--- src/odc_pkg.sv ---
/*
 * Package for the octal DAC command interpreter: frame layout, command codes,
 * clear codes, power modes and the decoded frame carrier.
 * Assumes a 32-bit MSB-first frame shifted on falling serial clock edges.
 */
package odc_pkg;
    localparam int FRAME_BITS = 32;
    localparam int NUM_CH = 8;
    localparam int CODE_W = 16;
    localparam int CNT_W = 6;
    // frame field positions
    localparam int CMD_HI = 27;
    localparam int CMD_LO = 24;
    localparam int ADDR_HI = 23;
    localparam int ADDR_LO = 20;
    localparam int DATA_HI = 19;
    localparam int DATA_LO = 4;
    localparam int PD_HI = 9;
    localparam int PD_LO = 8;
    localparam int SEL_HI = 7;
    localparam int SEL_LO = 0;
    localparam int CLR_HI = 1;
    localparam int CLR_LO = 0;
    localparam int REF_BIT = 0;
    localparam logic [CNT_W-1:0] LAST_BIT = 6'h1f;
    localparam logic [CNT_W-1:0] CNT_ZERO = 6'h00;
    localparam logic [CNT_W-1:0] CNT_ONE = 6'h01;
    // command codes
    localparam logic [3:0] CMD_WRITE_IN = 4'h0;
    localparam logic [3:0] CMD_UPDATE_N = 4'h1;
    localparam logic [3:0] CMD_WRITE_ALL = 4'h2;
    localparam logic [3:0] CMD_SW_LOAD = 4'h3;
    localparam logic [3:0] CMD_WRITE_UPD = 4'h3;
    localparam logic [3:0] CMD_POWER = 4'h4;
    localparam logic [3:0] CMD_CLR_CODE = 4'h5;
    localparam logic [3:0] CMD_MASK = 4'h6;
    localparam logic [3:0] CMD_RESET = 4'h7;
    localparam logic [3:0] CMD_REF = 4'h8;
    localparam logic [3:0] ADDR_ALL = 4'hf;
    // clear code selections
    localparam logic [1:0] CLR_SEL_ZERO = 2'h0;
    localparam logic [1:0] CLR_SEL_MID = 2'h1;
    localparam logic [1:0] CLR_SEL_FULL = 2'h2;
    localparam logic [1:0] CLR_SEL_NOP = 2'h3;
    localparam logic [CODE_W-1:0] CODE_ZERO = 16'h0000;
    localparam logic [CODE_W-1:0] CODE_MID = 16'h8000;
    localparam logic [CODE_W-1:0] CODE_FULL = 16'hffff;
    // reset values
    localparam logic REF_RST = 1'h0;
    localparam logic [1:0] CLR_RST = 2'h0;
    localparam logic [NUM_CH-1:0] MASK_RST = 8'h00;
    localparam logic [NUM_CH-1:0] CH_NONE = 8'h00;
    localparam logic [NUM_CH-1:0] CH_ALL = 8'hff;
    localparam logic [FRAME_BITS-1:0] SHIFT_RST = 32'h0000_0000;

    typedef enum logic [1:0] {
        PD_NORMAL = 2'h0,
        PD_1K = 2'h1,
        PD_100K = 2'h2,
        PD_TRISTATE = 2'h3
    } odc_pwr_type;

    typedef enum logic [2:0] {
        ST_IDLE = 3'b001,
        ST_SHIFT = 3'b010,
        ST_WAIT = 3'b100
    } odc_state_type;

    typedef struct packed {
        logic [3:0] cmd;
        logic [3:0] addr;
        logic [CODE_W-1:0] data;
        logic [FRAME_BITS-1:0] raw;
    } odc_frame_type;
endpackage

--- src/odc_ctrl.sv ---
/*
 * Command interpreter of an octal serial-loaded DAC: shift register, command
 * decode, input and DAC registers, load and clear logic.
 * Assumes serial pins are asynchronous to mclk and slow against it (the
 * serial clock at least four mclk periods high and low).
 */
`timescale 1ns/100ps

// Contract
// - frame is 32 bits: 4 ignored, 4 command, 4 address, then data
// - frame-sync rising early drops the frame, changing no register
// - clear falling edge loads input and DAC registers with clear code
// - codes: 0101 clear code, 0100 power, 0110 mask, 1000 reference
// - reference enable from bit 0, off by default
// - reference frame stores only bit 0, other fields ignored
// - power mode bits 9..8: normal, 1k, 100k, three-state
// - power frame bits 7..0 select channels H..A for the mode
// - clear field: zero, midscale, full scale, or no operation
// - clear-code frame stores bits 1..0
// - synchronous load copies data on the 32nd falling clock edge
// - asynchronous mode: load pin fall copies unmasked input registers
// - software load command 0011 writes and updates one register; command 0010 writes one register and updates all
// - mask bit 0 channels update only on load pin request; commands 0001, 0010 and 0011 also update them
// - mask bit 1 channels update at once, ignoring the load pin
// - code 0110 loads 8-bit mask from bits 7..0
// - mask resets to all zeros
module odc_ctrl (
    // clock and reset
    input wire logic mclk,
    input wire logic rst_n,
    // serial link and control pins
    input wire logic sclk,
    input wire logic sync_n,
    input wire logic sdin,
    input wire logic load_dac_n,
    input wire logic clear_n,
    // control state
    output logic reference_enable_r,
    output logic [1:0] clear_code_select_r,
    output logic [odc_pkg::NUM_CH-1:0] load_override_mask_r,
    output logic [2*odc_pkg::NUM_CH-1:0] pwrdn_mode_r,
    output logic [odc_pkg::NUM_CH*odc_pkg::CODE_W-1:0] dac_code_r,
    output logic frame_done_r
);
    localparam int NCH = odc_pkg::NUM_CH;
    localparam int CW = odc_pkg::CODE_W;

    logic [2:0] sclk_s_r, sync_s_r, sdin_s_r, load_dac_n_s_r, clr_s_r;
    logic [odc_pkg::FRAME_BITS-1:0] shift_r;
    logic [odc_pkg::CNT_W-1:0] cnt_r;
    odc_pkg::odc_state_type state_r;
    odc_pkg::odc_frame_type frame;
    logic [CW-1:0] in_reg_r [NCH];
    logic sclk_fall, sync_rise, load_dac_n_fall, clr_fall, bit_last, commit;
    logic [odc_pkg::FRAME_BITS-1:0] full_word;
    logic [CW-1:0] clr_value;
    logic [NCH-1:0] ch_hit, in_wr, dac_upd, hw_upd;

    // two stages each, then an edge register read only past the second
    always_ff @(posedge mclk) begin
        if (!rst_n) begin
            // idle levels, so no false edge follows reset
            sclk_s_r <= 3'h7;
            sync_s_r <= 3'h7;
            sdin_s_r <= 3'h0;
            load_dac_n_s_r <= 3'h7;
            clr_s_r <= 3'h7;
        end else begin
            sclk_s_r <= {sclk_s_r[1:0], sclk};
            sync_s_r <= {sync_s_r[1:0], sync_n};
            sdin_s_r <= {sdin_s_r[1:0], sdin};
            load_dac_n_s_r <= {load_dac_n_s_r[1:0], load_dac_n};
            clr_s_r <= {clr_s_r[1:0], clear_n};
        end
    end

    // sdin read one stage deeper than the edge, from the sample taken just before it
    assign sclk_fall = sclk_s_r[2] & ~sclk_s_r[1];
    assign sync_rise = ~sync_s_r[2] & sync_s_r[1];
    assign load_dac_n_fall = load_dac_n_s_r[2] & ~load_dac_n_s_r[1];
    assign clr_fall = clr_s_r[2] & ~clr_s_r[1];
    assign bit_last = sclk_fall && (cnt_r == odc_pkg::LAST_BIT);
    assign full_word = {shift_r[odc_pkg::FRAME_BITS-2:0], sdin_s_r[2]};
    // a clear during a write aborts it
    assign commit = (state_r == odc_pkg::ST_SHIFT) && bit_last && !clr_fall
        && !sync_s_r[1];

    // frame shifter
    always_ff @(posedge mclk) begin
        if (!rst_n) begin
            state_r <= odc_pkg::ST_IDLE;
            cnt_r <= odc_pkg::CNT_ZERO;
            shift_r <= odc_pkg::SHIFT_RST;
        end else begin
            unique case (state_r)
                odc_pkg::ST_IDLE: begin
                    cnt_r <= odc_pkg::CNT_ZERO;
                    if (!sync_s_r[1]) begin
                        state_r <= odc_pkg::ST_SHIFT;
                    end
                end
                odc_pkg::ST_SHIFT: begin
                    if (sync_s_r[1] || clr_fall) begin
                        state_r <= sync_s_r[1] ? odc_pkg::ST_IDLE
                            : odc_pkg::ST_WAIT;
                        cnt_r <= odc_pkg::CNT_ZERO;
                        shift_r <= odc_pkg::SHIFT_RST;
                    end else if (sclk_fall) begin
                        shift_r <= full_word;
                        cnt_r <= cnt_r + odc_pkg::CNT_ONE;
                        if (bit_last) begin
                            state_r <= odc_pkg::ST_WAIT;
                        end
                    end
                end
                odc_pkg::ST_WAIT: begin
                    if (sync_s_r[1]) begin
                        state_r <= odc_pkg::ST_IDLE;
                    end
                end
            endcase
        end
    end

    always_comb begin
        frame.raw = full_word;
        frame.cmd = full_word[odc_pkg::CMD_HI:odc_pkg::CMD_LO];
        frame.addr = full_word[odc_pkg::ADDR_HI:odc_pkg::ADDR_LO];
        frame.data = full_word[odc_pkg::DATA_HI:odc_pkg::DATA_LO];
    end

    always_comb begin
        unique case (clear_code_select_r)
            odc_pkg::CLR_SEL_ZERO: clr_value = odc_pkg::CODE_ZERO;
            odc_pkg::CLR_SEL_MID: clr_value = odc_pkg::CODE_MID;
            odc_pkg::CLR_SEL_FULL: clr_value = odc_pkg::CODE_FULL;
            odc_pkg::CLR_SEL_NOP: clr_value = odc_pkg::CODE_ZERO;
        endcase
    end

    // per-channel write and update strobes
    genvar g;
    generate
        for (g = 0; g < NCH; g++) begin : g_ch
            assign ch_hit[g] = (frame.addr == 4'(g))
                || (frame.addr == odc_pkg::ADDR_ALL);
            assign in_wr[g] = commit && ch_hit[g]
                && (frame.cmd == odc_pkg::CMD_WRITE_IN
                || frame.cmd == odc_pkg::CMD_WRITE_UPD
                || frame.cmd == odc_pkg::CMD_WRITE_ALL);
            // masked channels see the load pin as tied low
            assign hw_upd[g] = load_dac_n_fall
                && !load_override_mask_r[g];
            assign dac_upd[g] = hw_upd[g]
                || (in_wr[g] && load_override_mask_r[g])
                || (in_wr[g] && !load_dac_n_s_r[1])
                || (commit && frame.cmd == odc_pkg::CMD_WRITE_ALL)
                || (commit && ch_hit[g]
                && (frame.cmd == odc_pkg::CMD_UPDATE_N
                || frame.cmd == odc_pkg::CMD_WRITE_UPD));

            always_ff @(posedge mclk) begin
                if (!rst_n) begin
                    in_reg_r[g] <= odc_pkg::CODE_ZERO;
                    dac_code_r[g*CW +: CW] <= odc_pkg::CODE_ZERO;
                    pwrdn_mode_r[2*g +: 2] <= odc_pkg::PD_NORMAL;
                end else begin
                    if (clr_fall
                        && clear_code_select_r != odc_pkg::CLR_SEL_NOP) begin
                        in_reg_r[g] <= clr_value;
                        dac_code_r[g*CW +: CW] <= clr_value;
                    end else begin
                        if (in_wr[g]) begin
                            in_reg_r[g] <= frame.data;
                        end
                        if (dac_upd[g]) begin
                            dac_code_r[g*CW +: CW] <= in_wr[g] ? frame.data
                                : in_reg_r[g];
                        end
                    end
                    if (commit && frame.cmd == odc_pkg::CMD_POWER
                        && frame.raw[odc_pkg::SEL_LO + g]) begin
                        pwrdn_mode_r[2*g +: 2] <=
                            frame.raw[odc_pkg::PD_HI:odc_pkg::PD_LO];
                    end
                end
            end
        end
    endgenerate

    // control registers
    always_ff @(posedge mclk) begin
        if (!rst_n) begin
            reference_enable_r <= odc_pkg::REF_RST;
            clear_code_select_r <= odc_pkg::CLR_RST;
            load_override_mask_r <= odc_pkg::MASK_RST;
            frame_done_r <= 1'b0;
        end else begin
            frame_done_r <= commit;
            if (commit) begin
                unique case (frame.cmd)
                    odc_pkg::CMD_REF: begin
                        reference_enable_r <=
                            frame.raw[odc_pkg::REF_BIT];
                    end
                    odc_pkg::CMD_CLR_CODE: begin
                        clear_code_select_r <=
                            frame.raw[odc_pkg::CLR_HI:odc_pkg::CLR_LO];
                    end
                    odc_pkg::CMD_MASK: begin
                        load_override_mask_r <=
                            frame.raw[odc_pkg::SEL_HI:odc_pkg::SEL_LO];
                    end
                    odc_pkg::CMD_RESET: begin
                        reference_enable_r <= odc_pkg::REF_RST;
                        clear_code_select_r <= odc_pkg::CLR_RST;
                        load_override_mask_r <= odc_pkg::MASK_RST;
                    end
                    default: begin
                    end
                endcase
            end
        end
    end
endmodule // odc_ctrl

--- config.mk ---
export PLATFORM = sky130hd
export DESIGN_NAME = odc_ctrl
export DESIGN_NICKNAME = d
export VERILOG_FILES = /design/src/odc_pkg.sv /design/src/odc_ctrl.sv
export SDC_FILE = /design/constraint.sdc
export NUM_CORES = 1
export LEC_CHECK = 0
export BUFFER_PORTS_ARGS = -buffer_cell sky130_fd_sc_hd__buf_4
export CAP_MARGIN = 10
export CORE_MARGIN = 10
export CORE_UTILIZATION = 30
export DETAILED_ROUTE_END_ITERATION = 7
export PLACE_DENSITY = 0.53
export SLEW_MARGIN = 20
export SYNTH_ARGS = -nofsm -noshare
export SYNTH_HDL_FRONTEND = slang
export SYNTH_SLANG_ARGS = --single-unit
--- constraint.sdc ---
create_clock -name mclk -period 2.45 [get_ports mclk]
set_clock_uncertainty 0.1 [all_clocks]
set_input_delay 0.49 -clock mclk [delete_from_list [all_inputs] [get_ports mclk]]
set_output_delay 0.49 -clock mclk [all_outputs]
set_load 0.02 [all_outputs]
==> flow_summary.json, run 1 <==
{
  "hold_viol": 0,
  "rsz0062_at_grt": "true",
  "final_layout_size_suffix_gt1_frac": 0.305,
  "viasPerCell": 4.70,
  "async_reset_ff_frac": 0,
  "cellInternalPower_uw": 9330,
  "crit_arrival_ps": 2770,
  "grt-ovfl-total": 0,
  "cts_made_buffers": 40,
  "placementRows": 77,
  "swShare": 0.242,
  "status": "complete, no violations",
  "nFillCells": 4392,
  "cts_hold_buf": 0,
  "layout_commonest_cell": "dfxtp_1",
  "syn_nets": 1261,
  "power.net_switching_uw": 2980,
  "grt.total_usage": 0.143,
  "remaining_drc_errors": 0,
  "syn_area_sq_um": 13400,
  "ys_types": 69,
  "min_path_cells": 2,
  "final_area_sq_um": 17300,
  "seqPwrFrac": 0.461,
  "root_buffer": "clkbuf_16",
  "wl_microns": 39500,
  "cts_tree": "done",
  "leakage_uw": 0.00758,
  "cp-end-kind": "flop",
  "dr.pass1.iters": 4,
  "drtIter0Drc": 646,
  "ir_worst_vdd_mv": 0.427,
  "io_buffers": 162,
  "hold_path.class": "in2reg",
  "grt_max_degree": 64,
  "crit_required_ps": 2790,
  "cp-start-kind": "flop",
  "cts_max_level": 2,
  "place_area_sq_um": 15800,
  "synth-seq-area-share": 0.513,
  "grt_pass1_wl_microns": 59300,
  "cts_sinks": 334,
  "startpoint": "shift_r[21]$_SDFFE_PN0P_",
  "fin_ws_ps": 26.2,
  "start_util": 0.303,
  "slew_headroom": 0.541,
  "worstSetupPathType": "reg2reg",
  "final_cell_mix": "dfxtp_1 (318), buf_4 (225), inv_1 (117)",
  "grt_pass1_vias": 9620,
  "reg2reg_depth": 6,
  "post-route-period-util": 0.989,
  "min_period_ps": 2420,
  "ys_seq_elements": 334,
  "min_from": "sclk",
  "report.final.slew_viol_count": 0,
  "hpwl_microns": 27100,
  "coreArea_sq_um": 44100,
  "fmaxAchievable_ghz": 0.413,
  "critPathMaxFanout": 16,
  "cts.path.max_buffers": 3,
  "setup_viol": 0,
  "ys.flop_type": "dfxtp_1",
  "maxCapViolCount": 0,
  "area_growth_pct": 29.7,
  "cts.clk_slew.worst_paths_ps": 60,
  "worst_pin_slew_ps": 689,
  "syn_inst": 1251,
  "ant_nets": 0,
  "p_per_area_nw_per_um2": 711,
  "gp_congestion": 0.814,
  "die-area_sq_um": 53400,
  "worstReg2RegStart": "shift_r[21]$_SDFFE_PN0P_",
  "dpl_worst_slack_ps": -15.5,
  "antenna_found_initial": 1,
  "die_y_microns": 231,
  "wl_per_cell_microns": 19.0,
  "chipWidth_microns": 231,
  "num_antenna_cells": 0,
  "nets": 1472,
  "p_clk_frac": 0.465,
  "io_pins": 163,
  "combPwrFrac": 0.075,
  "avgSynthCellArea_sq_um": 10.7,
  "vias": 9802,
  "synth_edf_count": 16,
  "insertion_delay_ps": 570,
  "yosys_warnings": 0
}
[path summary, 6_finish.rpt]
path | endpoint | slack [ps]
min reg2reg | load_dac_n_s_r[1]$_SDFF_PN1_ | 310
max reg2reg | dac_code_r[1]$_SDFFE_PN0P_ | 30
min | sclk_s_r[0]$_SDFF_PN1_ | 30
max | dac_code_r[1]$_SDFFE_PN0P_ | 30
[stage by stage]
stage	hold slack [ps]	total power [uW]	std cells	TNS [ps]	util
3_5_place_dp	298	6680	2007	-15.5	0.358
6_report	28.3	12300	2084	0	0.393
4_1_cts	10.4	12500	2079	0	0.387
5_1_grt	17.9	12800	2084	-283	0.393
3_3_place_gp	300	6680	2007	-7.10	0.358
2_1_floorplan	286	6340	1251	0	-
[state kept, by name, indices dropped and copies added, names as in the netlist, 2 cells and up]
name                  flops
state_r                   3
pwrdn_mode_r             16
load_override_mask_r      8
cnt_r                     6
sync_s_r                  2
in_reg_r                128
dac_code_r              128
clear_code_select_r       2
load_dac_n_s_r            3
sdin_s_r                  3
shift_r                  27
clr_s_r                   3
sclk_s_r                  3
[cell families (layout without fill, tap and decap cells)]
| kind of cell | Yosys count | after routing | share of synthesized area |
|---|---|---|---|
| xor gates and xnor gates | 8 | 8 | 0.00525 |
| AOI/OAI and AO/OA | 298 | 298 | 0.219 |
| and+or+nand+nor | 323 | 323 | 0.127 |
| buffers and inverters | 200 | 441 | 0.0688 |
| adders and majority gates | 3 | 3 | 0.00281 |
| muxes | 85 | 85 | 0.0644 |
| DFF | 334 | 334 | 0.513 |
[power groups by stage]
stage          clock [uW]  sequential, uW  combinational (uW)
5_1_grt              6090            5680                 991
4_1_cts              5880            5670                 899
3_5_place_dp            0            5790                 896
3_3_place_gp            0            5790                 888
2_1_floorplan           0            5830                 513
6_report             5720            5670                 918
[critical path: stages (launching register included)]
cell,delay (ps)
dfxtp_1,520
and4_1,350
o211ai_1,220
o21ai_2,260
buf_12,200
mux2i_1,320
a2bb2o_1,320
[Yosys cell counts, drive strengths merged (5+ instances only)]
cell    instances  area share
clkbuf         40       0.012
a2bb2o         75       0.095
nor4            6      0.0065
xnor2           8      0.0052
a21oi          84       0.031
a22oi          14      0.0079
o21ai          23      0.0092
a21o           17       0.010
mux2            7      0.0059
o32ai          33       0.028
nand2          47       0.014
and2           36       0.017
edfxtp         16       0.036
a211oi          5      0.0028
nand4           5      0.0035
buf            42       0.024
dfxtp         318        0.48
nor2          112       0.032
nor3           12      0.0060
inv           118       0.033
mux2i          78       0.058
nand2b         22       0.010
o31ai          26       0.022
nand3          56       0.022
[area by class of cell]
class / instances / area (sq um) / area share
flip-flops and latches: 334 / 6850 / 0.395
clock buffers: 57 / 1120 / 0.0649
clock inverters: 15 / 150 / 0.00867
well taps: 592 / 741 / 0.0428
inverters: 118 / 443 / 0.0256
multi-input cells: 717 / 5790 / 0.335
repair buffers: 251 / 2220 / 0.128
[per-layer routing]
metal	track usage	up-vias	routed length (microns)
met3	0.0400	46	2380
met5	0	-	0
met1	0.190	4721	18300
li1	-	4814	-
met4	0.0397	0	796
met2	0.224	221	18100
[timing repair]
item / CTS / global route
setup endpoints to repair: 1 / 92
resized for setup: 1 / 30
buffers inserted: 0 / 3
cloned: 0 / 2
pin swaps: 0 / 4
No activity file was read; power rests on OpenSTA's default activity.
==> run 2: changes to the inputs <==
--- a/config.mk
+++ b/config.mk
@@ -5,6 +5,7 @@
 export SDC_FILE = /design/constraint.sdc
 export NUM_CORES = 1
 export LEC_CHECK = 0
+export ABC_AREA = 1
 export BUFFER_PORTS_ARGS = -buffer_cell sky130_fd_sc_hd__buf_4
 export CAP_MARGIN = 10
 export CORE_MARGIN = 10
==> run 2 against run 1 <==
Effect of this change: utilization fell by 1.9 points; worst hold slack improved by 8.2 ps; non-clock buffer count fell by 33; cell area barely moved; setup slack improved by 140 ps; via count rose by 22%; largest cell class unchanged; sequential share of layout area barely moved; critical endpoint is now dac_code_r[82]$_SDFFE_PN0P_; synthesized area rose by 5.2%; clock power rose by 3%.
==> flow_summary.json, run 2 <==
{
  "status": "complete, no violations",
  "synth.top_cell.area_share": 0.453,
  "die_y_microns": 236,
  "crit_required_ps": 2840,
  "yosys_warnings": 0,
  "start_util": 0.302,
  "ys_seq_elements": 334,
  "cts_max_level": 2,
  "layout_commonest_cell": "nand2_1",
  "min_period_ps": 2280,
  "setup_viol": 0,
  "swShare": 0.287,
  "rsz0062_at_grt": "true",
  "insertion_delay_ps": 560,
  "syn_inst": 1901,
  "p_clk_frac": 0.409,
  "syn_area_sq_um": 14000,
  "vias": 11900,
  "syn_nets": 1911,
  "worstSetupPathType": "reg2reg",
  "placementRows": 79,
  "cts_hold_buf": 0,
  "netlist_top_cells_count": "nand2_1 (557), dfxtp_1 (318), nor2_1 (303)",
  "area_growth_pct": 23.4,
  "synthTopCellsByArea": "dfxtp_1 (45%), nand2_1 (15%), nor2_1 (8.1%), inv_1 (6.0%), nand3_1 (3.6%)",
  "synth_area_leader_cell": "dfxtp_1",
  "dr.pass1.iters": 5,
  "chipWidth_microns": 236,
  "wl_microns": 42000,
  "ir_worst_vdd_mv": 0.403,
  "cp-start-kind": "flop",
  "root_buffer": "clkbuf_16",
  "grt_pass1_wl_microns": 65700,
  "nets": 2080,
  "cp-end-kind": "flop",
  "worst_pin_slew_ps": 583,
  "io_pins": 163,
  "whs_ps": 36.5,
  "crit_arrival_ps": 2680,
  "synth_edf_count": 16,
  "hold_viol": 0,
  "final_layout_size_suffix_gt1_frac": 0.182,
  "num_antenna_cells": 0,
  "grt-ovfl-total": 0,
  "leakage_uw": 0.00874,
  "power.net_switching_uw": 4130,
  "antenna_found_initial": 0,
  "ant_nets": 0,
  "fin_tns_setup_ps": 0,
  "grt_pass1_vias": 11400,
  "async_reset_ff_frac": 0,
  "wl_per_cell_microns": 15.5,
  "yosysMostFrequentCell": "nand2_1",
  "drtIter0Drc": 830,
  "gp_congestion": 0.855,
  "slew_headroom": 0.612,
  "cts_tree": "done",
  "grt_max_degree": 57,
  "remaining_drc_errors": 0,
  "combPwrFrac": 0.162,
  "viasPerCell": 4.40,
  "cellInternalPower_uw": 10300,
  "hold_path.class": "in2reg",
  "maxCapViolCount": 0,
  "synth-seq-area-share": 0.487,
  "cts_sinks": 334,
  "report.final.slew_viol_count": 0,
  "seqPwrFrac": 0.429,
  "die-area_sq_um": 55900,
  "critPathMaxFanout": 16,
  "fmaxAchievable_ghz": 0.438,
  "coreArea_sq_um": 46500,
  "hpwl_microns": 29300,
  "post-route-period-util": 0.932,
  "grt.total_usage": 0.145,
  "io_buffers": 162,
  "ys_types": 37,
  "cts.path.max_buffers": 3,
  "final_cell_mix": "nand2_1 (557), dfxtp_1 (318), nor2_1 (300)",
  "p_per_area_nw_per_um2": 831,
  "ys.flop_type": "dfxtp_1",
  "top_regs": "dac_code_r (128), in_reg_r (128), shift_r (27)",
  "cts.clk_slew.worst_paths_ps": 60,
  "avgSynthCellArea_sq_um": 7.39,
  "cts_made_buffers": 40
}
[run 2: changes by cell type in the layout (fill, tap and decap cells not counted), sizes merged, moves of 29 or more]
cell    delta
nand2    +528
mux2i     -78
buf       -31
o32ai     -33
a211oi    +29
and2      -36
nand3b    +48
inv      +125
nor2     +211
nand3     +58
a2bb2o    -75
[run 2: logic make-up after synthesis]
| family | synth area share |
|---|---|
| AND/OR/NAND/NOR | 0.341 |
| buffers and inverters | 0.107 |
| flip-flops | 0.487 |
| AO/OA/AOI/OAI | 0.0615 |
| adder cells (fa/ha/maj) | 0.00267 |
[run 2: final timing paths]
kind                                                           from                          end  slack, ps  cells after the start
worst max-delay path            clear_code_select_r[0]$_SDFFE_PN0P_  dac_code_r[82]$_SDFFE_PN0P_        170                     11
worst min register to register                clr_s_r[0]$_SDFF_PN1_        clr_s_r[1]$_SDFF_PN1_        310                      1
worst min-delay path                                         sync_n       sync_s_r[0]$_SDFF_PN1_         40                      2
worst max register to register  clear_code_select_r[0]$_SDFFE_PN0P_  dac_code_r[82]$_SDFFE_PN0P_        170                     11
[run 2: layout make-up]
class                      count  area, sq um
fill                        4887        29100
sequential                   334         6850
multi-input combinational   1232         5750
timing repair buffer         218         1750
clock buffer                  62         1180
inverter                     244          918
tap                          607          759
clock inverter                11          121
[run 2: what timing repair did]
item                                    CTS  global route
endpoints found under the setup margin    0           104
resized for setup                         0             5
hold endpoints to repair                  0             0
setup buffers                             0             2
[run 2: stage by stage]
stage	cells	instance area (sq um)	total power (uW)	setup slack [ps]	utilization
after detailed placement	2632	16000	8620	68.3	0.343
after global routing	2708	17300	15100	-8.54	0.373
after floorplan	1901	14000	7830	148	-
after CTS	2705	17300	14600	59.2	0.372
final	2708	17300	14400	167	0.373
after global placement	2632	16000	8580	98.3	0.343
[run 2: metal layers]
layer / GRT usage / vias up / share of wire
li1: - / 6186 / -
met1: 0.191 / 5418 / 0.46
met2: 0.233 / 252 / 0.46
met3: 0.0280 / 62 / 0.053
met4: 0.0498 / 0 / 0.026
met5: 0 / - / 0
[run 2: critical path: stages (launching register included)]
cell and delay, ps:
dfxtp_1 340, ha_1 190, or2_1 310, nor2_4 160, nand2_4 210, o21ai_2 250
inv_1 220, nand2_1 110, nand2_1 90, nand2_1 80, nand2_1 60, nor2_1 100
[run 2: power by group through the flow]
stage	sequential (uW)	clock [uW]	combinational, uW
2_1_floorplan	6420	0	1410
3_3_place_gp	6280	0	2300
3_5_place_dp	6290	0	2340
4_1_cts	6180	6050	2340
5_1_grt	6230	6270	2610
6_report	6170	5890	2330
==> run 3: changes to the inputs <==
--- a/config.mk
+++ b/config.mk
@@ -11,7 +11,7 @@
 export CORE_MARGIN = 10
 export CORE_UTILIZATION = 30
 export DETAILED_ROUTE_END_ITERATION = 7
-export PLACE_DENSITY = 0.53
+export PLACE_DENSITY = 0.52
 export SLEW_MARGIN = 20
 export SYNTH_ARGS = -nofsm -noshare
 export SYNTH_HDL_FRONTEND = slang
==> constraint.sdc (replaced) <==
create_clock -name mclk -period 2.11 [get_ports mclk]
set_clock_uncertainty 0.1 [all_clocks]
set_input_delay 0.422 -clock mclk [delete_from_list [all_inputs] [get_ports mclk]]
set_output_delay 0.422 -clock mclk [all_outputs]
set_load 0.02 [all_outputs]
==> run 3 against run 2 <==
Effect of this change: count of clock-buffer cells in the layout down 11; first-iteration DRC count decreased by 2.5%; sequential share of layout area fell by 4.4 points; largest cell class unchanged.
==> flow_summary.json, run 3 (synthesis gave the netlist of run 2 again) <==
{
  "status": "complete, no violations",
  "worstSetupPathType": "reg2reg",
  "gp_congestion": 0.828,
  "hold_viol": 0,
  "grt_pass1_vias": 11800,
  "wl_per_cell_microns": 16.1,
  "root_buffer": "clkbuf_16",
  "cts_max_level": 2,
  "chipWidth_microns": 236,
  "rsz0062_at_grt": "true",
  "final_cell_mix": "nand2_1 (482), dfxtp_1 (316), nor2_1 (258)",
  "place_area_sq_um": 16500,
  "top_regs": "dac_code_r (128), in_reg_r (128), shift_r (27)",
  "cts_tree": "done",
  "ant_nets": 0,
  "area_growth_pct": 39.1,
  "coreArea_sq_um": 46500,
  "remaining_drc_errors": 0,
  "vias": 12600,
  "viasPerCell": 4.49,
  "crit_cells": 14,
  "whs_ps": 312,
  "cts_made_buffers": 39,
  "min_period_ps": 2090,
  "grt-ovfl-total": 0,
  "insertion_delay_ps": 560,
  "fmaxAchievable_ghz": 0.478,
  "cts.path.max_buffers": 3,
  "grt_pass1_wl_microns": 67200,
  "cp-end-kind": "flop",
  "crit_chain": "ha_4 -> nand2_4 -> nor2_4 -> nand3_4 -> nor2_4 -> buf_6 -> buf_8 -> o2111ai_2 -> nand2_2 -> buf_6 -> buf_12 -> nand2_4 -> nand2_2 -> nor2_1",
  "antenna_found_initial": 0,
  "final_layout_size_suffix_gt1_frac": 0.292,
  "setup_viol": 0,
  "critPathMaxFanout": 8,
  "slew_headroom": 0.643,
  "io_buffers": 162,
  "cts_sinks": 334,
  "dr.pass1.iters": 5,
  "crit_required_ps": 2450,
  "path_delay_family": "simple AND/OR/NAND/NOR gates",
  "num_antenna_cells": 0,
  "drtIter0Drc": 809,
  "crit_arrival_ps": 2430,
  "ir_worst_vdd_mv": 0.529,
  "nFillCells": 4705,
  "critPathSlowestCell": "dfxtp_2",
  "reg2reg_depth": 14,
  "cts.clk_slew.worst_paths_ps": 60,
  "die_y_microns": 236,
  "grt_max_degree": 111,
  "post-route-period-util": 0.991,
  "p_per_area_nw_per_um2": 918,
  "hpwl_microns": 29500,
  "wl_microns": 45000,
  "cp-start-kind": "flop",
  "io_pins": 163,
  "hold_path.class": "reg2reg",
  "leakage_uw": 0.00945,
  "min_path_cells": 1,
  "report.final.slew_viol_count": 0,
  "placementRows": 79,
  "layout_commonest_cell": "nand2_1",
  "maxCapViolCount": 0,
  "final_area_sq_um": 19500,
  "nets": 2174,
  "cp_num_buf_inv": 4,
  "layout.area.seq_sq_um": 6850,
  "multi_input_area_sq_um": 6530,
  "worst_pin_slew_ps": 536,
  "grt.total_usage": 0.148,
  "slowest_delay_ps": 350,
  "die-area_sq_um": 55900,
  "start_util": 0.302
}
run 3: power by group:
part	total, uW	leakage (uW)	switching, uW	internal (uW)
clock network	7520	0.000697	2780	4740
registers	7180	0.00278	277	6900
logic	3230	0.00598	2000	1230
run 3: repair_timing:
action,4_1_cts,5_1_grt
endpoints found under the setup margin,144,181
hold endpoints to repair,5,0
gates resized for setup,53,210
hold buffers,5,0
buffers inserted,19,8
gates cloned,6,19
pin swaps,13,108
run 3: layout make-up:
cell class / instances / share of cell area
sequential: 334 / 0.351
multi-input combinational: 1233 / 0.334
timing repair buffer: 312 / 0.156
clock buffer: 51 / 0.0559
inverter: 244 / 0.0478
tap: 607 / 0.0389
clock inverter: 17 / 0.0167
run 3: per-layer routing:
layer  GRT usage  wire length [microns]
met5           0                      0
met4      0.0417                    912
met3      0.0301                   2170
met2       0.249                  21600
met1       0.188                  20300
run 3: stage by stage:
stage                      util  setup TNS [ps]  worst slack [ps]  total power [uW]  cells
after floorplan               -               0              70.2              9100   1901
after global placement    0.355           -3460             -93.1             10100   2680
after detailed placement  0.355           -7750              -149             10200   2680
after CTS                 0.396           -79.4             -16.1             17800   2774
after global routing      0.420          -10480              -116             18700   2798
final                     0.420               0              19.5             17900   2798
run 3: worst paths after layout:
kind	endpoint	from	slack [ps]
min	sclk_s_r[1]$_SDFF_PN1_	sclk_s_r[0]$_SDFF_PN1_	310
max reg2reg	dac_code_r[14]$_SDFFE_PN0P_	cnt_r[0]$_SDFFE_PN0P_	20
max	dac_code_r[14]$_SDFFE_PN0P_	cnt_r[0]$_SDFFE_PN0P_	20
min reg2reg	sclk_s_r[1]$_SDFF_PN1_	sclk_s_r[0]$_SDFF_PN1_	310
